File: src/css_pkg.sv
// Constants for the compare sync/trigger source selector
`default_nettype none
package css_pkg;
   // -----------------------------------------------------------------
   // Select field layout and reset value
   // -----------------------------------------------------------------
   localparam int SEL_W = 5;                         // Select field width
   localparam logic [SEL_W-1:0] SEL_RESET = 5'h0c;   // Timer two by default
   // -----------------------------------------------------------------
   // Source codes
   // -----------------------------------------------------------------
   localparam logic [SEL_W-1:0] CODE_SELF = 5'h1f;   // Own secondary match
   localparam logic [SEL_W-1:0] CODE_EXT2 = 5'h1e;   // Second interrupt pin
   localparam logic [SEL_W-1:0] CODE_EXT1 = 5'h1d;   // First interrupt pin
   localparam logic [SEL_W-1:0] CODE_CTU = 5'h1c;    // Charge time unit
   localparam logic [SEL_W-1:0] CODE_ADC = 5'h1b;    // Converter
   localparam logic [SEL_W-1:0] CODE_CMP_LO = 5'h18; // Comparator one
   localparam logic [SEL_W-1:0] CODE_CMP_HI = 5'h1a; // Comparator three
   localparam logic [SEL_W-1:0] CODE_IC_LO = 5'h10;  // Capture one
   localparam logic [SEL_W-1:0] CODE_IC_HI = 5'h13;  // Capture four
   localparam logic [SEL_W-1:0] CODE_TMR_LO = 5'h0b; // Timer one
   localparam logic [SEL_W-1:0] CODE_TMR_HI = 5'h0f; // Timer five
   localparam logic [SEL_W-1:0] CODE_TRG = 5'h0a;    // Trigger generator
   localparam logic [SEL_W-1:0] CODE_OC_LO = 5'h01;  // Compare unit one
   localparam logic [SEL_W-1:0] CODE_OC_HI = 5'h04;  // Compare unit four
   localparam logic [SEL_W-1:0] CODE_NONE = 5'h00;   // Free running
   // -----------------------------------------------------------------
   // Source counts
   // -----------------------------------------------------------------
   localparam int N_CMP = 3;   // Analog comparators
   localparam int N_IC = 4;    // Capture units
   localparam int N_TMR = 5;   // Timers
   localparam int N_OC = 4;    // Compare units
   localparam int N_TRG = 4;   // Trigger generator outputs
endpackage
`default_nettype wire

File: src/css_edge.sv
// Rising edge to one-cycle pulse converter
`default_nettype none
module css_edge
(
   input wire logic clk_in,
   input wire logic rst_n_in,
   input wire logic level_in,
   output logic pulse_out
);
   // -----------------------------------------------------------------
   // Delayed copy
   // -----------------------------------------------------------------
   logic level_q; // Last cycle's level

   // Register the level; reset as if already high, so that a level that is
   // high out of reset gives no false pulse on the first edge
   always_ff @(posedge clk_in or negedge rst_n_in)
   begin
      if (!rst_n_in)
      begin
         level_q <= 1'b1;
      end
      else
      begin
         level_q <= level_in;
      end
   end

   // High in the same cycle as a low-to-high change, until the next clock edge
   assign pulse_out = level_in & ~level_q;
endmodule
`default_nettype wire

File: src/css_select.sv
// Sync/trigger source selector for one output compare unit
// Operation
// Five-bit select field picks sync source
// Code 11111 uses own secondary match
// Codes 11110/11101 take interrupt pins two/one
// 11100 charge unit, 11011 converter
// 11010..11000 take comparators three..one
// 10011..10000 take capture units four..one
// 01111..01011 take timers five..one
// Reset value 01100 selects timer two
// 01010 takes this unit's trigger generator
// 00100..00001 take compare units four..one
// 00000 means no source, free running
// Software never selects the unit itself
// Switched-off unit pulses its trigger output
// Software deselects source before disabling it
// Trigger generator output n feeds unit n+1
// Reserved codes select no source
`default_nettype none
module css_select
   import css_pkg::*;
#(
   parameter int UNIT_INDEX = 0 // Which compare unit this is, 0..3
)
(
   input wire logic ref_clk_in,
   input wire logic rst_n_in,
   input wire logic sel_we_in,
   input wire logic [css_pkg::SEL_W-1:0] sel_data_in,
   input wire logic unit_enable_in,
   input wire logic self_match_in,
   input wire logic [1:0] ext_pin_in,
   input wire logic charge_time_unit_in,
   input wire logic converter_in,
   input wire logic [css_pkg::N_CMP-1:0] analog_comparator_in,
   input wire logic [css_pkg::N_IC-1:0] input_capture_in,
   input wire logic [css_pkg::N_TMR-1:0] timer_in,
   input wire logic [css_pkg::N_TRG-1:0] trigger_generator_output_in,
   input wire logic [css_pkg::N_OC-1:0] other_trigger_in,
   output logic [css_pkg::SEL_W-1:0] sync_source_select_out,
   output logic sync_event_out,
   output logic sync_enabled_out,
   output logic trigger_out
);
   import css_pkg::*;

   // -----------------------------------------------------------------
   // Reset release
   // -----------------------------------------------------------------
   logic rst_meta; // First release stage
   logic rst_sync_n; // Released reset copy

   // Two-stage release so all logic leaves reset on one edge
   always_ff @(posedge ref_clk_in or negedge rst_n_in)
   begin
      if (!rst_n_in)
      begin
         rst_meta <= 1'b0;
         rst_sync_n <= 1'b0;
      end
      else
      begin
         rst_meta <= 1'b1;
         rst_sync_n <= rst_meta;
      end
   end

   // -----------------------------------------------------------------
   // Select field
   // -----------------------------------------------------------------
   logic [SEL_W-1:0] sync_source_select; // Active code

   // Software write of the field; default is timer two
   always_ff @(posedge ref_clk_in or negedge rst_sync_n)
   begin
      if (!rst_sync_n)
      begin
         sync_source_select <= SEL_RESET;
      end
      else if (sel_we_in)
      begin
         sync_source_select <= sel_data_in;
      end
   end

   // -----------------------------------------------------------------
   // Source decode
   // -----------------------------------------------------------------
   // Offsets into each group; only meaningful inside the group's range
   wire [SEL_W-1:0] cmp_idx = sync_source_select - CODE_CMP_LO;
   wire [SEL_W-1:0] ic_idx = sync_source_select - CODE_IC_LO;
   wire [SEL_W-1:0] tmr_idx = sync_source_select - CODE_TMR_LO;
   wire [SEL_W-1:0] oc_idx = sync_source_select - CODE_OC_LO;
   wire in_cmp = sync_source_select >= CODE_CMP_LO && sync_source_select <= CODE_CMP_HI;
   wire in_ic = sync_source_select >= CODE_IC_LO && sync_source_select <= CODE_IC_HI;
   wire in_tmr = sync_source_select >= CODE_TMR_LO && sync_source_select <= CODE_TMR_HI;
   wire in_oc = sync_source_select >= CODE_OC_LO && sync_source_select <= CODE_OC_HI;
   // Own trigger generator line, fixed by unit index
   wire own_trg = trigger_generator_output_in[UNIT_INDEX];
   // Any decoded source; reserved codes and zero fall through to none
   wire [SEL_W-1:0] sel = sync_source_select;
   wire selected_valid = sel == CODE_SELF || sel == CODE_EXT2 || sel == CODE_EXT1
      || sel == CODE_CTU || sel == CODE_ADC || in_cmp || in_ic || in_tmr
      || sel == CODE_TRG || in_oc;

   // Multiplexed event, if-chain with no source as the fall-through
   logic next_event;
   always_comb
   begin
      next_event = 1'b0;
      if (sel == CODE_SELF)
      begin
         next_event = self_match_in;
      end
      else if (sel == CODE_EXT2)
      begin
         next_event = ext_pin_in[1];
      end
      else if (sel == CODE_EXT1)
      begin
         next_event = ext_pin_in[0];
      end
      else if (sel == CODE_CTU)
      begin
         next_event = charge_time_unit_in;
      end
      else if (sel == CODE_ADC)
      begin
         next_event = converter_in;
      end
      else if (in_cmp)
      begin
         next_event = analog_comparator_in[cmp_idx[1:0]];
      end
      else if (in_ic)
      begin
         next_event = input_capture_in[ic_idx[1:0]];
      end
      else if (in_tmr)
      begin
         next_event = timer_in[tmr_idx[2:0]];
      end
      else if (sel == CODE_TRG)
      begin
         next_event = own_trg;
      end
      else if (in_oc)
      begin
         // Self selection is a software fault; it is not blocked here
         next_event = other_trigger_in[oc_idx[1:0]];
      end
   end

   // -----------------------------------------------------------------
   // Switch-off trigger pulse
   // -----------------------------------------------------------------
   logic disable_pulse; // One cycle on the falling edge of enable

   // Edge detector on the inverted enable; a unit going off pulses its
   // trigger, which a dependent unit will see unless it deselected us
   css_edge u_off_edge
   (
      .clk_in(ref_clk_in),
      .rst_n_in(rst_sync_n),
      .level_in(~unit_enable_in),
      .pulse_out(disable_pulse)
   );

   // -----------------------------------------------------------------
   // Output registers
   // -----------------------------------------------------------------
   // All outputs registered, one cycle after the source
   always_ff @(posedge ref_clk_in or negedge rst_sync_n)
   begin
      if (!rst_sync_n)
      begin
         sync_event_out <= 1'b0;
         sync_enabled_out <= 1'b0;
         trigger_out <= 1'b0;
         sync_source_select_out <= SEL_RESET;
      end
      else
      begin
         sync_event_out <= next_event;
         sync_enabled_out <= selected_valid;
         trigger_out <= disable_pulse;
         sync_source_select_out <= sync_source_select;
      end
   end

   // -----------------------------------------------------------------
   // Checks
   // -----------------------------------------------------------------
   a_reset_timer_two: assert property (@(posedge ref_clk_in) $rose(rst_sync_n)
      |-> sync_source_select == SEL_RESET) else $error("select not timer two");
   a_write_takes: assert property (@(posedge ref_clk_in) disable iff (!rst_sync_n)
      sel_we_in |=> sync_source_select == $past(sel_data_in)) else $error("write lost");
   a_self_route: assert property (@(posedge ref_clk_in) disable iff (!rst_sync_n)
      sel == CODE_SELF |=> sync_event_out == $past(self_match_in))
      else $error("self match not routed");
   a_ext_route: assert property (@(posedge ref_clk_in) disable iff (!rst_sync_n)
      sel == CODE_EXT1 |=> sync_event_out == $past(ext_pin_in[0]))
      else $error("pin one not routed");
   a_adc_route: assert property (@(posedge ref_clk_in) disable iff (!rst_sync_n)
      sel == CODE_ADC |=> sync_event_out == $past(converter_in))
      else $error("converter not routed");
   a_timer_route: assert property (@(posedge ref_clk_in) disable iff (!rst_sync_n)
      in_tmr |=> sync_event_out == $past(timer_in[tmr_idx[2:0]]))
      else $error("timer not routed");
   a_trg_route: assert property (@(posedge ref_clk_in) disable iff (!rst_sync_n)
      sel == CODE_TRG |=> sync_event_out == $past(own_trg))
      else $error("trigger generator not routed");
   a_none_quiet: assert property (@(posedge ref_clk_in) disable iff (!rst_sync_n)
      !selected_valid |=> !sync_event_out && !sync_enabled_out)
      else $error("event with no source");
   a_off_pulse: assert property (@(posedge ref_clk_in) disable iff (!rst_sync_n)
      $fell(unit_enable_in) |=> trigger_out ##1 !trigger_out)
      else $error("no switch-off pulse");

   // Second interrupt pin
   a_ext2_route: assert property (@(posedge ref_clk_in) disable iff (!rst_sync_n)
      sel == CODE_EXT2 |=> sync_event_out == $past(ext_pin_in[1]))
      else $error("pin two not routed");

   // Charge time unit
   a_ctu_route: assert property (@(posedge ref_clk_in) disable iff (!rst_sync_n)
      sel == CODE_CTU |=> sync_event_out == $past(charge_time_unit_in))
      else $error("charge unit not routed");

   // Lowest comparator code takes comparator one
   a_cmp_one: assert property (@(posedge ref_clk_in) disable iff (!rst_sync_n)
      sel == CODE_CMP_LO |=> sync_event_out == $past(analog_comparator_in[0]))
      else $error("comparator one not routed");

   // Highest comparator code takes comparator three
   a_cmp_three: assert property (@(posedge ref_clk_in) disable iff (!rst_sync_n)
      sel == CODE_CMP_HI |=> sync_event_out == $past(analog_comparator_in[2]))
      else $error("comparator three not routed");

   // Lowest capture code takes capture one
   a_ic_one: assert property (@(posedge ref_clk_in) disable iff (!rst_sync_n)
      sel == CODE_IC_LO |=> sync_event_out == $past(input_capture_in[0]))
      else $error("capture one not routed");

   // Highest capture code takes capture four
   a_ic_four: assert property (@(posedge ref_clk_in) disable iff (!rst_sync_n)
      sel == CODE_IC_HI |=> sync_event_out == $past(input_capture_in[3]))
      else $error("capture four not routed");

   // Lowest timer code takes timer one
   a_tmr_one: assert property (@(posedge ref_clk_in) disable iff (!rst_sync_n)
      sel == CODE_TMR_LO |=> sync_event_out == $past(timer_in[0]))
      else $error("timer one not routed");

   // Highest timer code takes timer five
   a_tmr_five: assert property (@(posedge ref_clk_in) disable iff (!rst_sync_n)
      sel == CODE_TMR_HI |=> sync_event_out == $past(timer_in[4]))
      else $error("timer five not routed");

   // Default code routes timer two
   a_tmr_default: assert property (@(posedge ref_clk_in) disable iff (!rst_sync_n)
      sel == SEL_RESET |=> sync_event_out == $past(timer_in[1]))
      else $error("default timer not routed");

   // Lowest compare unit code takes unit one
   a_oc_one: assert property (@(posedge ref_clk_in) disable iff (!rst_sync_n)
      sel == CODE_OC_LO |=> sync_event_out == $past(other_trigger_in[0]))
      else $error("unit one not routed");

   // Highest compare unit code takes unit four
   a_oc_four: assert property (@(posedge ref_clk_in) disable iff (!rst_sync_n)
      sel == CODE_OC_HI |=> sync_event_out == $past(other_trigger_in[3]))
      else $error("unit four not routed");

   // Zero code leaves the unit free running
   a_none_code: assert property (@(posedge ref_clk_in) disable iff (!rst_sync_n)
      sel == CODE_NONE |=> !sync_enabled_out)
      else $error("zero code shows a source");

   // Any decoded source raises the enabled flag
   a_valid_flag: assert property (@(posedge ref_clk_in) disable iff (!rst_sync_n)
      selected_valid |=> sync_enabled_out)
      else $error("valid source not flagged");

   // Visible copy trails the field by one cycle
   a_copy_follows: assert property (@(posedge ref_clk_in) disable iff (!rst_sync_n)
      1'b1 |=> sync_source_select_out == $past(sync_source_select))
      else $error("select copy stale");

   // Switch-off pulse lasts one cycle only
   a_pulse_single: assert property (@(posedge ref_clk_in) disable iff (!rst_sync_n)
      trigger_out |=> !trigger_out)
      else $error("trigger pulse too long");

   // Switch-off pulse only follows a falling enable
   a_pulse_cause: assert property (@(posedge ref_clk_in) disable iff (!rst_sync_n)
      trigger_out |-> $past(unit_enable_in, 2) && !$past(unit_enable_in))
      else $error("trigger pulse without switch-off");
endmodule
`default_nettype wire

File: config.mk
export PLATFORM = sky130hd
export DESIGN_NAME = css_select
export DESIGN_NICKNAME = d
export VERILOG_FILES = /design/src/css_pkg.sv /design/src/css_edge.sv /design/src/css_select.sv
export SDC_FILE = /design/constraint.sdc
export NUM_CORES = 1
export LEC_CHECK = 0
export BUFFER_PORTS_ARGS = -buffer_cell sky130_fd_sc_hd__buf_2
export CAP_MARGIN = 40
export CORE_AREA = 2 2 48 50
export CTS_BUF_LIST = sky130_fd_sc_hd__clkbuf_16
export DETAILED_ROUTE_END_ITERATION = 6
export DIE_AREA = 0 0 50 52
export PLACE_DENSITY = 0.78
export SLEW_MARGIN = 20
export SYNTH_ARGS = -nofsm -noshare
export SYNTH_HDL_FRONTEND = slang
export SYNTH_SLANG_ARGS = --single-unit
File: constraint.sdc
create_clock -name ref_clk_in -period 0.85 [get_ports ref_clk_in]
set_input_delay 0.0425 -clock ref_clk_in [delete_from_list [all_inputs] [get_ports ref_clk_in]]
set_output_delay 0.0425 -clock ref_clk_in [all_outputs]
set_load 0.02 [all_outputs]
==> reports/qor.yml, run 1 <==
run_status:
  status: "finished with violations"
  violations: "setup timing"
clock_network:
  htree_levels: 1
  clock_path_buffers: 2
  cts_tree: "built"
  clock_sinks: 16
  clock_latency_ns: 0.24
  clk_pin_slew_ns: 0.05
  root_buffer: "clkbuf_16"
  cts_buffers: 3
drt:
  drt-total-wl_microns: 2560
  drc_errors: 0
  m1WireLength_microns: 1040
  dr.pass1.iters: 4
  routedWlPerCell_microns: 14.2
  drt_iter0_markers: 14
  viasPerCell: 5.42
  dr_total_vias: 975
  wl_met2_microns: 1350
  ant_nets: 0
  routed.top_layer: "met4"
  dr_wl_met3_microns: 122
grt:
  grt_pass1_vias: 916
  grt_first_pass_wirelength_microns: 3950
  antenna_found_initial: 0
  grt_max_degree: 15
  grt_overflow: 0
  track_usage_pct: 20.0
die:
  fp-row-count: 17
  ioPinCount: 42
  die_area_sq_um: 2600
  die_h_microns: 52
  die_w_microns: 50
  fp.coreArea_sq_um: 2110
  start_util_pct: 45.5
pwr:
  power_density_nw_per_um2: 1750
  p_clk_share_pct: 34.5
  p_switching_w: 0.000718
  p_leak_nw: 0.715
  p_sw_share_pct: 27.3
  internal-power_w: 0.00191
  seq_power_share_pct: 35.0
  vdd_ir_drop_max_v: 0.00168
  combPwrFrac_pct: 30.4
  power_w: 0.00263
place:
  io_buffers: 38
  place_ws_ns: -0.855
  place_congestion: 0.938
  dp_hpwl_microns: 1870
synth:
  synth-edff-count: 0
  synth_ff_type: "dfrtp_1"
  yosys_warnings: 0
  seq_area_frac_synth_pct: 42.4
  syn_area_sq_um: 958
  synthesis.instances: 92
  synthesis.nets: 130
  synth_top_cell_by_area: "dfrtp_1"
  ys_types: 37
  avgSynthCellArea_sq_um: 10.4
  synth_common_cells: "dfrtp_1, o21ai_0, nand2_1"
  synth_area_leaders: "dfrtp_1, dfstp_2, mux4_1"
  synth_most_common_cell: "dfrtp_1"
  synthArstFlopShare_pct: 100
  ys_ff_latch: 16
  synth_top_cell_area_share_pct: 28.7
timing:
  skew_ns: 0.00145
  hold_viol: 0
  rsz0062_at_grt: "true"
  slew_violations: 0
  fin_crit_sh_pct: 206
  fmax_mhz: 570
  timing.final.ws_setup_ns: -0.904
  finalSetupViolations: 7
  period_minus_slack_ns: 1.75
cells_and_area:
  nNetsFinal: 191
  diodes: 0
  fillCellCount: 160
  syn2layout_area_growth_pct: 56.7
  drive_above_1_share_pct: 54.6
setup_path:
  reg2reg_slack_ns: -0.90
  worstSetupEndpoint: "sync_event_out"
  worstSetupPathType: "reg2reg"
  crit_required_ns: 1.00
  max_stage_delay_ns: 0.47
  path_cells: "ha_2, nor2b_1, o21ai_0, o211ai_1, a311o_1, a32oi_1"
  rr_endpoint: "sync_event_out"
  cp_max_fo: 7
  endpoint_kind: "register"
  crit_arrival_ns: 1.91
  slowest_stage: "dfrtp_2"
  start_kind: "register"
  cp-startpoint: "sel[0]"
  ff2ff_path_depth: 6
  crit-reg2reg-launch: "sel[0]"
worst_hold_path:
  hold_path_class: "in2reg"
flow_run:
  cap_violations: 0
-- layout make-up --
type	count	area (sq um)	area share, %
multi-input cells	67	563	37.5
repair buffers	60	395	26.3
well taps	28	35.0	2.33
clock buffers	3	75.1	5.00
clock inverters	1	3.75	0.250
flip-flops and latches	16	408	27.2
inverters	5	21.3	1.42
-- through the flow --
step | hold WS [ns] | TNS, ns | instances | utilization (%) | cell area, sq um
2_1_floorplan | -0.253 | -1.55 | 92 | - | 986
3_3_place_gp | -0.173 | -1.65 | 173 | 62.4 | 1320
3_5_place_dp | -0.171 | -1.73 | 173 | 62.4 | 1320
4_1_cts | 0.0253 | -1.86 | 179 | 69.6 | 1470
5_1_grt | 0.0282 | -2.20 | 180 | 71.3 | 1500
6_report | 0.0116 | -1.99 | 180 | 71.3 | 1500
-- sequential cells by signal (all words and copies together), names as in the netlist --
name / count
sel: 5
sync_event_out: 1
trigger_out: 1
rst_meta: 1
u_off_edge.level_q: 1
sync_source_select_out: 5
sync_enabled_out: 1
rst_sync_n: 1
-- how the worst min path moves through the flow --
stage	startpoint	slack, ns	cells past startpoint	end
after detailed placement	rst_n_in	-0.17	1	rst_meta
after floorplan	rst_n_in	-0.25	0	rst_meta
after global routing	sel_data_in[1]	0.03	3	sel[1]
after global placement	rst_n_in	-0.17	1	rst_sync_n
final	sel_data_in[1]	0.01	3	sel[1]
after CTS	sel_data_in[1]	0.03	3	sel[1]
-- layout by cell type (no fill, tap or decap), types with 2 or more instances in the layout --
cell and instances:
o21ai_1 2, mux4_1 2, buf_6 8, clkbuf_16 3, o211ai_1 2, nor2b_1 4, nand2_1 6, mux2i_1 3
a21oi_1 3, inv_1 3, o21ai_2 2, nand3_1 2, dlygate4sd3_1 2, o21ai_0 7, and3b_1 2, dfrtp_1 10
buf_2 36, nor3b_1 2, mux2_4 3, ha_1 2, nor2_1 3, buf_4 14, nand3b_1 3, dfstp_2 5
-- kinds of logic after synthesis --
family	share of synthesized area [%]
compound gates	15.3
fa+ha+maj	5.22
buf+inv	5.22
flops	42.4
mux	13.3
other cells	0.391
simple gates	18.1
-- power groups by stage --
stage	Combinational [W]	Clock, W	Sequential, W
after floorplan	0.000327	0	0.000995
after global placement	0.000675	0	0.000917
after detailed placement	0.000696	0	0.000923
after CTS	0.000752	0.000914	0.000919
after global routing	0.000859	0.000970	0.000927
final	0.000800	0.000908	0.000920
-- critical path, delay by kind of cell, from the launching register on --
| family | cells | cell delay (ns) |
|---|---|---|
| DFF | 1 | 0.47 |
| adders and majority gates | 1 | 0.26 |
| and+or+nand+nor | 1 | 0.17 |
| AOI/OAI and AO/OA | 4 | 0.77 |
-- per-layer routing --
metal	track usage, %	vias up
li1	-	452
met1	23.3	467
met2	36.0	46
met3	3.74	10
met4	7.87	0
met5	0	-
-- repair_timing --
item / CTS / global route
gates resized for setup: 13 / 7
hold buffers: 2 / 0
setup buffers: 0 / 1
endpoints found under the setup margin: 7 / 9
hold endpoints to repair: 4 / 0
pin swaps: 1 / 2
Power figures use the tool's default switching activity.
==> run 2, diff against run 1 <==
- CORE_AREA: 2 2 48 50 -> 2 2 46 48
- CTS_BUF_LIST: sky130_fd_sc_hd__clkbuf_16 -> sky130_fd_sc_hd__clkbuf_8
- DIE_AREA: 0 0 50 52 -> 0 0 48 50
- PLACE_DENSITY: 0.78 -> 0.85
==> reports/qor.yml, run 2 (synthesis gave the netlist of run 1 again) <==
run_status:
  status: "finished with violations"
  violations: "setup timing"
clock_network:
  cts_tree: "built"
  root_buffer: "clkbuf_8"
  clock_latency_ns: 0.25
  clock_path_buffers: 2
  htree_levels: 1
  cts_buffers: 3
  clk_pin_slew_ns: 0.06
  clock_sinks: 16
timing:
  rsz0062_at_grt: "true"
  finalSetupViolations: 8
  period_minus_slack_ns: 1.74
  fin_crit_sh_pct: 205
  fmax_mhz: 574
  slew_violations: 0
  fin_setup_tns_ns: -2.06
  hold_viol: 0
  skew_ns: 0.00298
  timing.final.ws_setup_ns: -0.892
grt:
  grt_overflow: 0
  grt_pass1_vias: 944
  grt_max_degree: 15
  antenna_found_initial: 0
  track_usage_pct: 24.8
  grt_first_pass_wirelength_microns: 4140
setup_path:
  path_cells: "inv_4, ha_4, nand3b_1, o2111ai_2, o211ai_1, a311o_1, a32oi_1"
  cp-startpoint: "sel[1]"
  max_stage_delay_ns: 0.46
  worstSetupPathType: "reg2reg"
  rr_endpoint: "sync_event_out"
  ff2ff_path_depth: 7
  cp_max_fo: 5
  reg2reg_slack_ns: -0.89
  start_kind: "register"
  crit-reg2reg-launch: "sel[1]"
  slowest_stage: "dfrtp_2"
  crit_arrival_ns: 1.91
  crit_required_ns: 1.02
  endpoint_kind: "register"
pwr:
  vdd_ir_drop_max_v: 0.00131
  p_leak_nw: 0.720
  p_clk_share_pct: 24.3
  p_sw_share_pct: 29.8
  power_w: 0.00233
  power_density_nw_per_um2: 1560
  seq_power_share_pct: 39.5
  p_switching_w: 0.000695
  combPwrFrac_pct: 36.2
  internal-power_w: 0.00163
drt:
  ant_nets: 0
  drt_iter0_markers: 27
  drc_errors: 0
  dr_total_vias: 994
  dr.pass1.iters: 4
  drt-total-wl_microns: 2800
  routedWlPerCell_microns: 15.2
  viasPerCell: 5.40
worst_hold_path:
  min-delay-start: "sel_data_in[0]"
  hold_path_depth: 3
  hold_path_class: "in2reg"
  hold_path_end: "sel[0]"
cells_and_area:
  final_area_sq_um: 1490
  nNetsFinal: 196
  drive_above_1_share_pct: 55.4
  syn2layout_area_growth_pct: 55.7
  layout_common_cells: "buf_2, buf_4, dfrtp_1"
  final_cell_count_no_fill: 184
  mostFrequentLayoutCell: "buf_2"
  diodes: 0
die:
  die_h_microns: 50
  fp-row-count: 16
  die_w_microns: 48
  start_util_pct: 50.4
  fp.coreArea_sq_um: 1900
  die_area_sq_um: 2400
  ioPinCount: 42
place:
  place_area_sq_um: 1330
  place_congestion: 0.918
  io_buffers: 38
  dp_hpwl_microns: 1940
  place_inst: 174
flow_run:
  cap_violations: 0
==> run 2: cell count changes in the layout (fill, tap and decap cells not counted), moves of 2 or more <==
cell,delta
clkbuf_8,+3
buf_4,+6
dfrtp_2,+2
buf_6,-2
clkbuf_16,-3
dfrtp_1,-2
==> run 2: power groups by stage <==
stage          clock network, W  logic [W]  registers (W)
2_1_floorplan                 0   0.000327       0.000995
3_3_place_gp                  0   0.000672       0.000925
3_5_place_dp                  0   0.000703       0.000928
4_1_cts                0.000575   0.000798       0.000917
5_1_grt                0.000627   0.000902       0.000930
6_report               0.000566   0.000843       0.000920
==> run 2: worst max-delay path by stage <==
| stage | cells after the start | endpoint | slack (ns) |
|---|---|---|---|
| finish | 7 | sync_event_out | -0.89 |
| global placement | 6 | sync_event_out | -0.83 |
| detailed placement | 6 | sync_event_out | -0.87 |
| global route | 7 | sync_event_out | -0.97 |
| CTS | 5 | sync_event_out | -0.85 |
| floorplan | 7 | sync_event_out | -0.83 |
==> run 2: what timing repair did <==
| action | CTS | global route |
|---|---|---|
| gates resized for setup | 13 | 7 |
| setup endpoints to repair | 7 | 10 |
| pin swaps | 0 | 2 |
| buffers inserted | 4 | 1 |
| endpoints found under the hold margin | 4 | 0 |
| cloned | 0 | 0 |
| hold buffers | 2 | 0 |
==> run 2: per-stage QoR <==
step           worst slack, ns  utilization [%]  hold slack [ns]
4_1_cts                 -0.851             77.8         0.000900
2_1_floorplan           -0.833                -           -0.253
5_1_grt                 -0.972             78.5          0.00943
3_3_place_gp            -0.827             69.9           -0.173
3_5_place_dp            -0.875             69.9           -0.172
6_report                -0.892             78.5         0.000306
==> run 2: cell type report <==
| cell class | instances | area (sq um) |
|---|---|---|
| clock buffers | 3 | 41.3 |
| inverters | 5 | 23.8 |
| repair buffers | 65 | 438 |
| multi-input cells | 67 | 542 |
| flip-flops and latches | 16 | 410 |
| fillers | 125 | 409 |
| clock inverters | 1 | 3.75 |
| well taps | 27 | 33.8 |
==> run 2: per-layer routing <==
layer  GRT usage (%)  share of wire (%)
met1            28.2                 38
met2            41.3                 53
met3            7.69                5.4
met4            9.91                3.0
met5               0                  0
==> run 2: worst max-delay path, delay by kind of cell (launching register included) <==
kind                     cells  cell delay, ns
buffers and inverters        1            0.10
adder cells (fa/ha/maj)      1            0.20
flip-flops                   1            0.46
AO/OA/AOI/OAI                4            0.71
AND/OR/NAND/NOR              1            0.18
==> run 3, diff against run 2 <==
- CTS_BUF_LIST: sky130_fd_sc_hd__clkbuf_8 -> sky130_fd_sc_hd__clkbuf_2
==> reports/qor.yml, run 3 (synthesis gave the netlist of run 1 again) <==
run_status:
  status: "finished with violations"
  violations: "setup timing"
timing:
  slew_violations: 0
  finalSetupViolations: 14
  hold_viol: 0
  period_minus_slack_ns: 1.78
  skew_ns: 0.00122
  fin_crit_sh_pct: 209
  timing.final.ws_setup_ns: -0.928
  rsz0062_at_grt: "true"
  fmax_mhz: 563
pwr:
  p_switching_w: 0.000755
  vdd_ir_drop_max_v: 0.00111
  p_leak_nw: 0.764
  combPwrFrac_pct: 43.4
  power_w: 0.00230
  p_sw_share_pct: 32.8
  seq_power_share_pct: 40.9
  power_density_nw_per_um2: 1420
  p_clk_share_pct: 15.7
  internal-power_w: 0.00154
cells_and_area:
  post-route-util_pct: 84.9
  drive_above_1_share_pct: 57.6
  final_cell_count_no_fill: 192
  mostFrequentLayoutCell: "buf_2"
  final_area_sq_um: 1610
  nNetsFinal: 204
  syn2layout_area_growth_pct: 68.4
  fillCellCount: 99
  diodes: 0
  layout_common_cells: "buf_2, buf_4, buf_6"
place:
  place_congestion: 0.918
  dp_hpwl_microns: 1940
  io_buffers: 38
  place_inst: 174
  place_area_sq_um: 1330
setup_path:
  reg2reg_slack_ns: -0.93
  crit_required_ns: 1.07
  cp_max_fo: 5
  crit_arrival_ns: 2.00
  start_kind: "register"
  endpoint_kind: "register"
  ff2ff_path_depth: 6
  crit-reg2reg-launch: "sel[1]"
  rr_endpoint: "sync_event_out"
  worstSetupPathType: "reg2reg"
drt:
  routedWlPerCell_microns: 17.9
  drt-total-wl_microns: 3440
  ant_nets: 0
  dr.pass1.iters: 5
  drc_errors: 0
  dr_total_vias: 1130
  drt_iter0_markers: 43
  viasPerCell: 5.89
clock_network:
  htree_levels: 1
  clock_sinks: 16
  root_buffer: "clkbuf_2"
  clk_pin_slew_ns: 0.14
  clock_path_buffers: 2
  cts_buffers: 3
  cts_tree: "built"
  clock_latency_ns: 0.29
flow_run:
  cap_violations: 0
die:
  start_util_pct: 50.4
  die_area_sq_um: 2400
  ioPinCount: 42
  fp.coreArea_sq_um: 1900
  fp-row-count: 16
  die_w_microns: 48
  die_h_microns: 50
grt:
  grt_max_degree: 15
  track_usage_pct: 29.4
  grt_overflow: 0
  grt_first_pass_wirelength_microns: 4860
  grt_pass1_vias: 1044
  antenna_found_initial: 0
worst_hold_path:
  hold_path_class: "in2async"
run 3: cell count changes in the layout (fill, tap and decap cells not counted), moves of 2 or more:
cell	before	now
clkbuf_8	3	0
dlygate4sd3_1	2	7
o21ai_1	3	5
buf_6	6	17
buf_2	36	30
clkbuf_2	0	4
buf_4	20	18
o21ai_0	7	4
run 3: area by class of cell:
class	count	area, sq um	area share (%)
multi-input cells	67	559	34.7
clock buffers	4	20.0	1.24
well taps	27	33.8	2.09
inverters	5	23.8	1.47
flip-flops and latches	16	410	25.4
repair buffers	73	567	35.1
run 3: per-layer routing:
metal / vias up / global-route usage [%] / routed length [microns]
met5: - / 0 / 0
met4: 0 / 14.0 / 172
met3: 21 / 6.96 / 237
met2: 73 / 46.7 / 1760
met1: 558 / 35.8 / 1260
li1: 478 / - / -
run 3: worst max-delay path, stage by stage (launching register included):
cell and delay, ns:
dfrtp_2 0.50, inv_4 0.11, ha_4 0.21, mux4_2 0.23, nand4_1 0.12, a311o_1 0.38
a32oi_1 0.16
run 3: worst max-delay path by stage:
stage                     slack [ns]  depth (start not counted)              to   start
after detailed placement       -0.87                          6  sync_event_out  sel[0]
after floorplan                -0.83                          7  sync_event_out  sel[0]
after global routing           -0.98                          6  sync_event_out  sel[0]
after CTS                      -0.85                          6  sync_event_out  sel[0]
final                          -0.93                          6  sync_event_out  sel[1]
after global placement         -0.83                          6  sync_event_out  sel[1]
run 3: what timing repair did:
| item | CTS | global route |
|---|---|---|
| gates resized for setup | 36 | 11 |
| hold endpoints to repair | 9 | 0 |
| setup buffers | 7 | 3 |
| endpoints found under the setup margin | 15 | 15 |
| pin swaps | 3 | 2 |
| hold buffers | 7 | 0 |
run 3: power by group through the flow:
| stage | combinational [W] | sequential (W) | clock, W |
|---|---|---|---|
| after floorplan | 0.000327 | 0.000995 | 0 |
| after global routing | 0.00105 | 0.000948 | 0.000415 |
| after global placement | 0.000672 | 0.000925 | 0 |
| after detailed placement | 0.000703 | 0.000928 | 0 |
| after CTS | 0.000902 | 0.000927 | 0.000363 |
| final | 0.000998 | 0.000941 | 0.000361 |
run 3: through the flow:
| stage | hold slack, ns | setup TNS (ns) | setup WS [ns] |
|---|---|---|---|
| floorplan | -0.253 | -1.55 | -0.833 |
| global placement | -0.173 | -1.72 | -0.827 |
| detailed placement | -0.172 | -1.81 | -0.875 |
| CTS | 0.00613 | -2.24 | -0.854 |
| global route | 0.0170 | -3.23 | -0.977 |
| finish | 0.0409 | -2.65 | -0.928 |
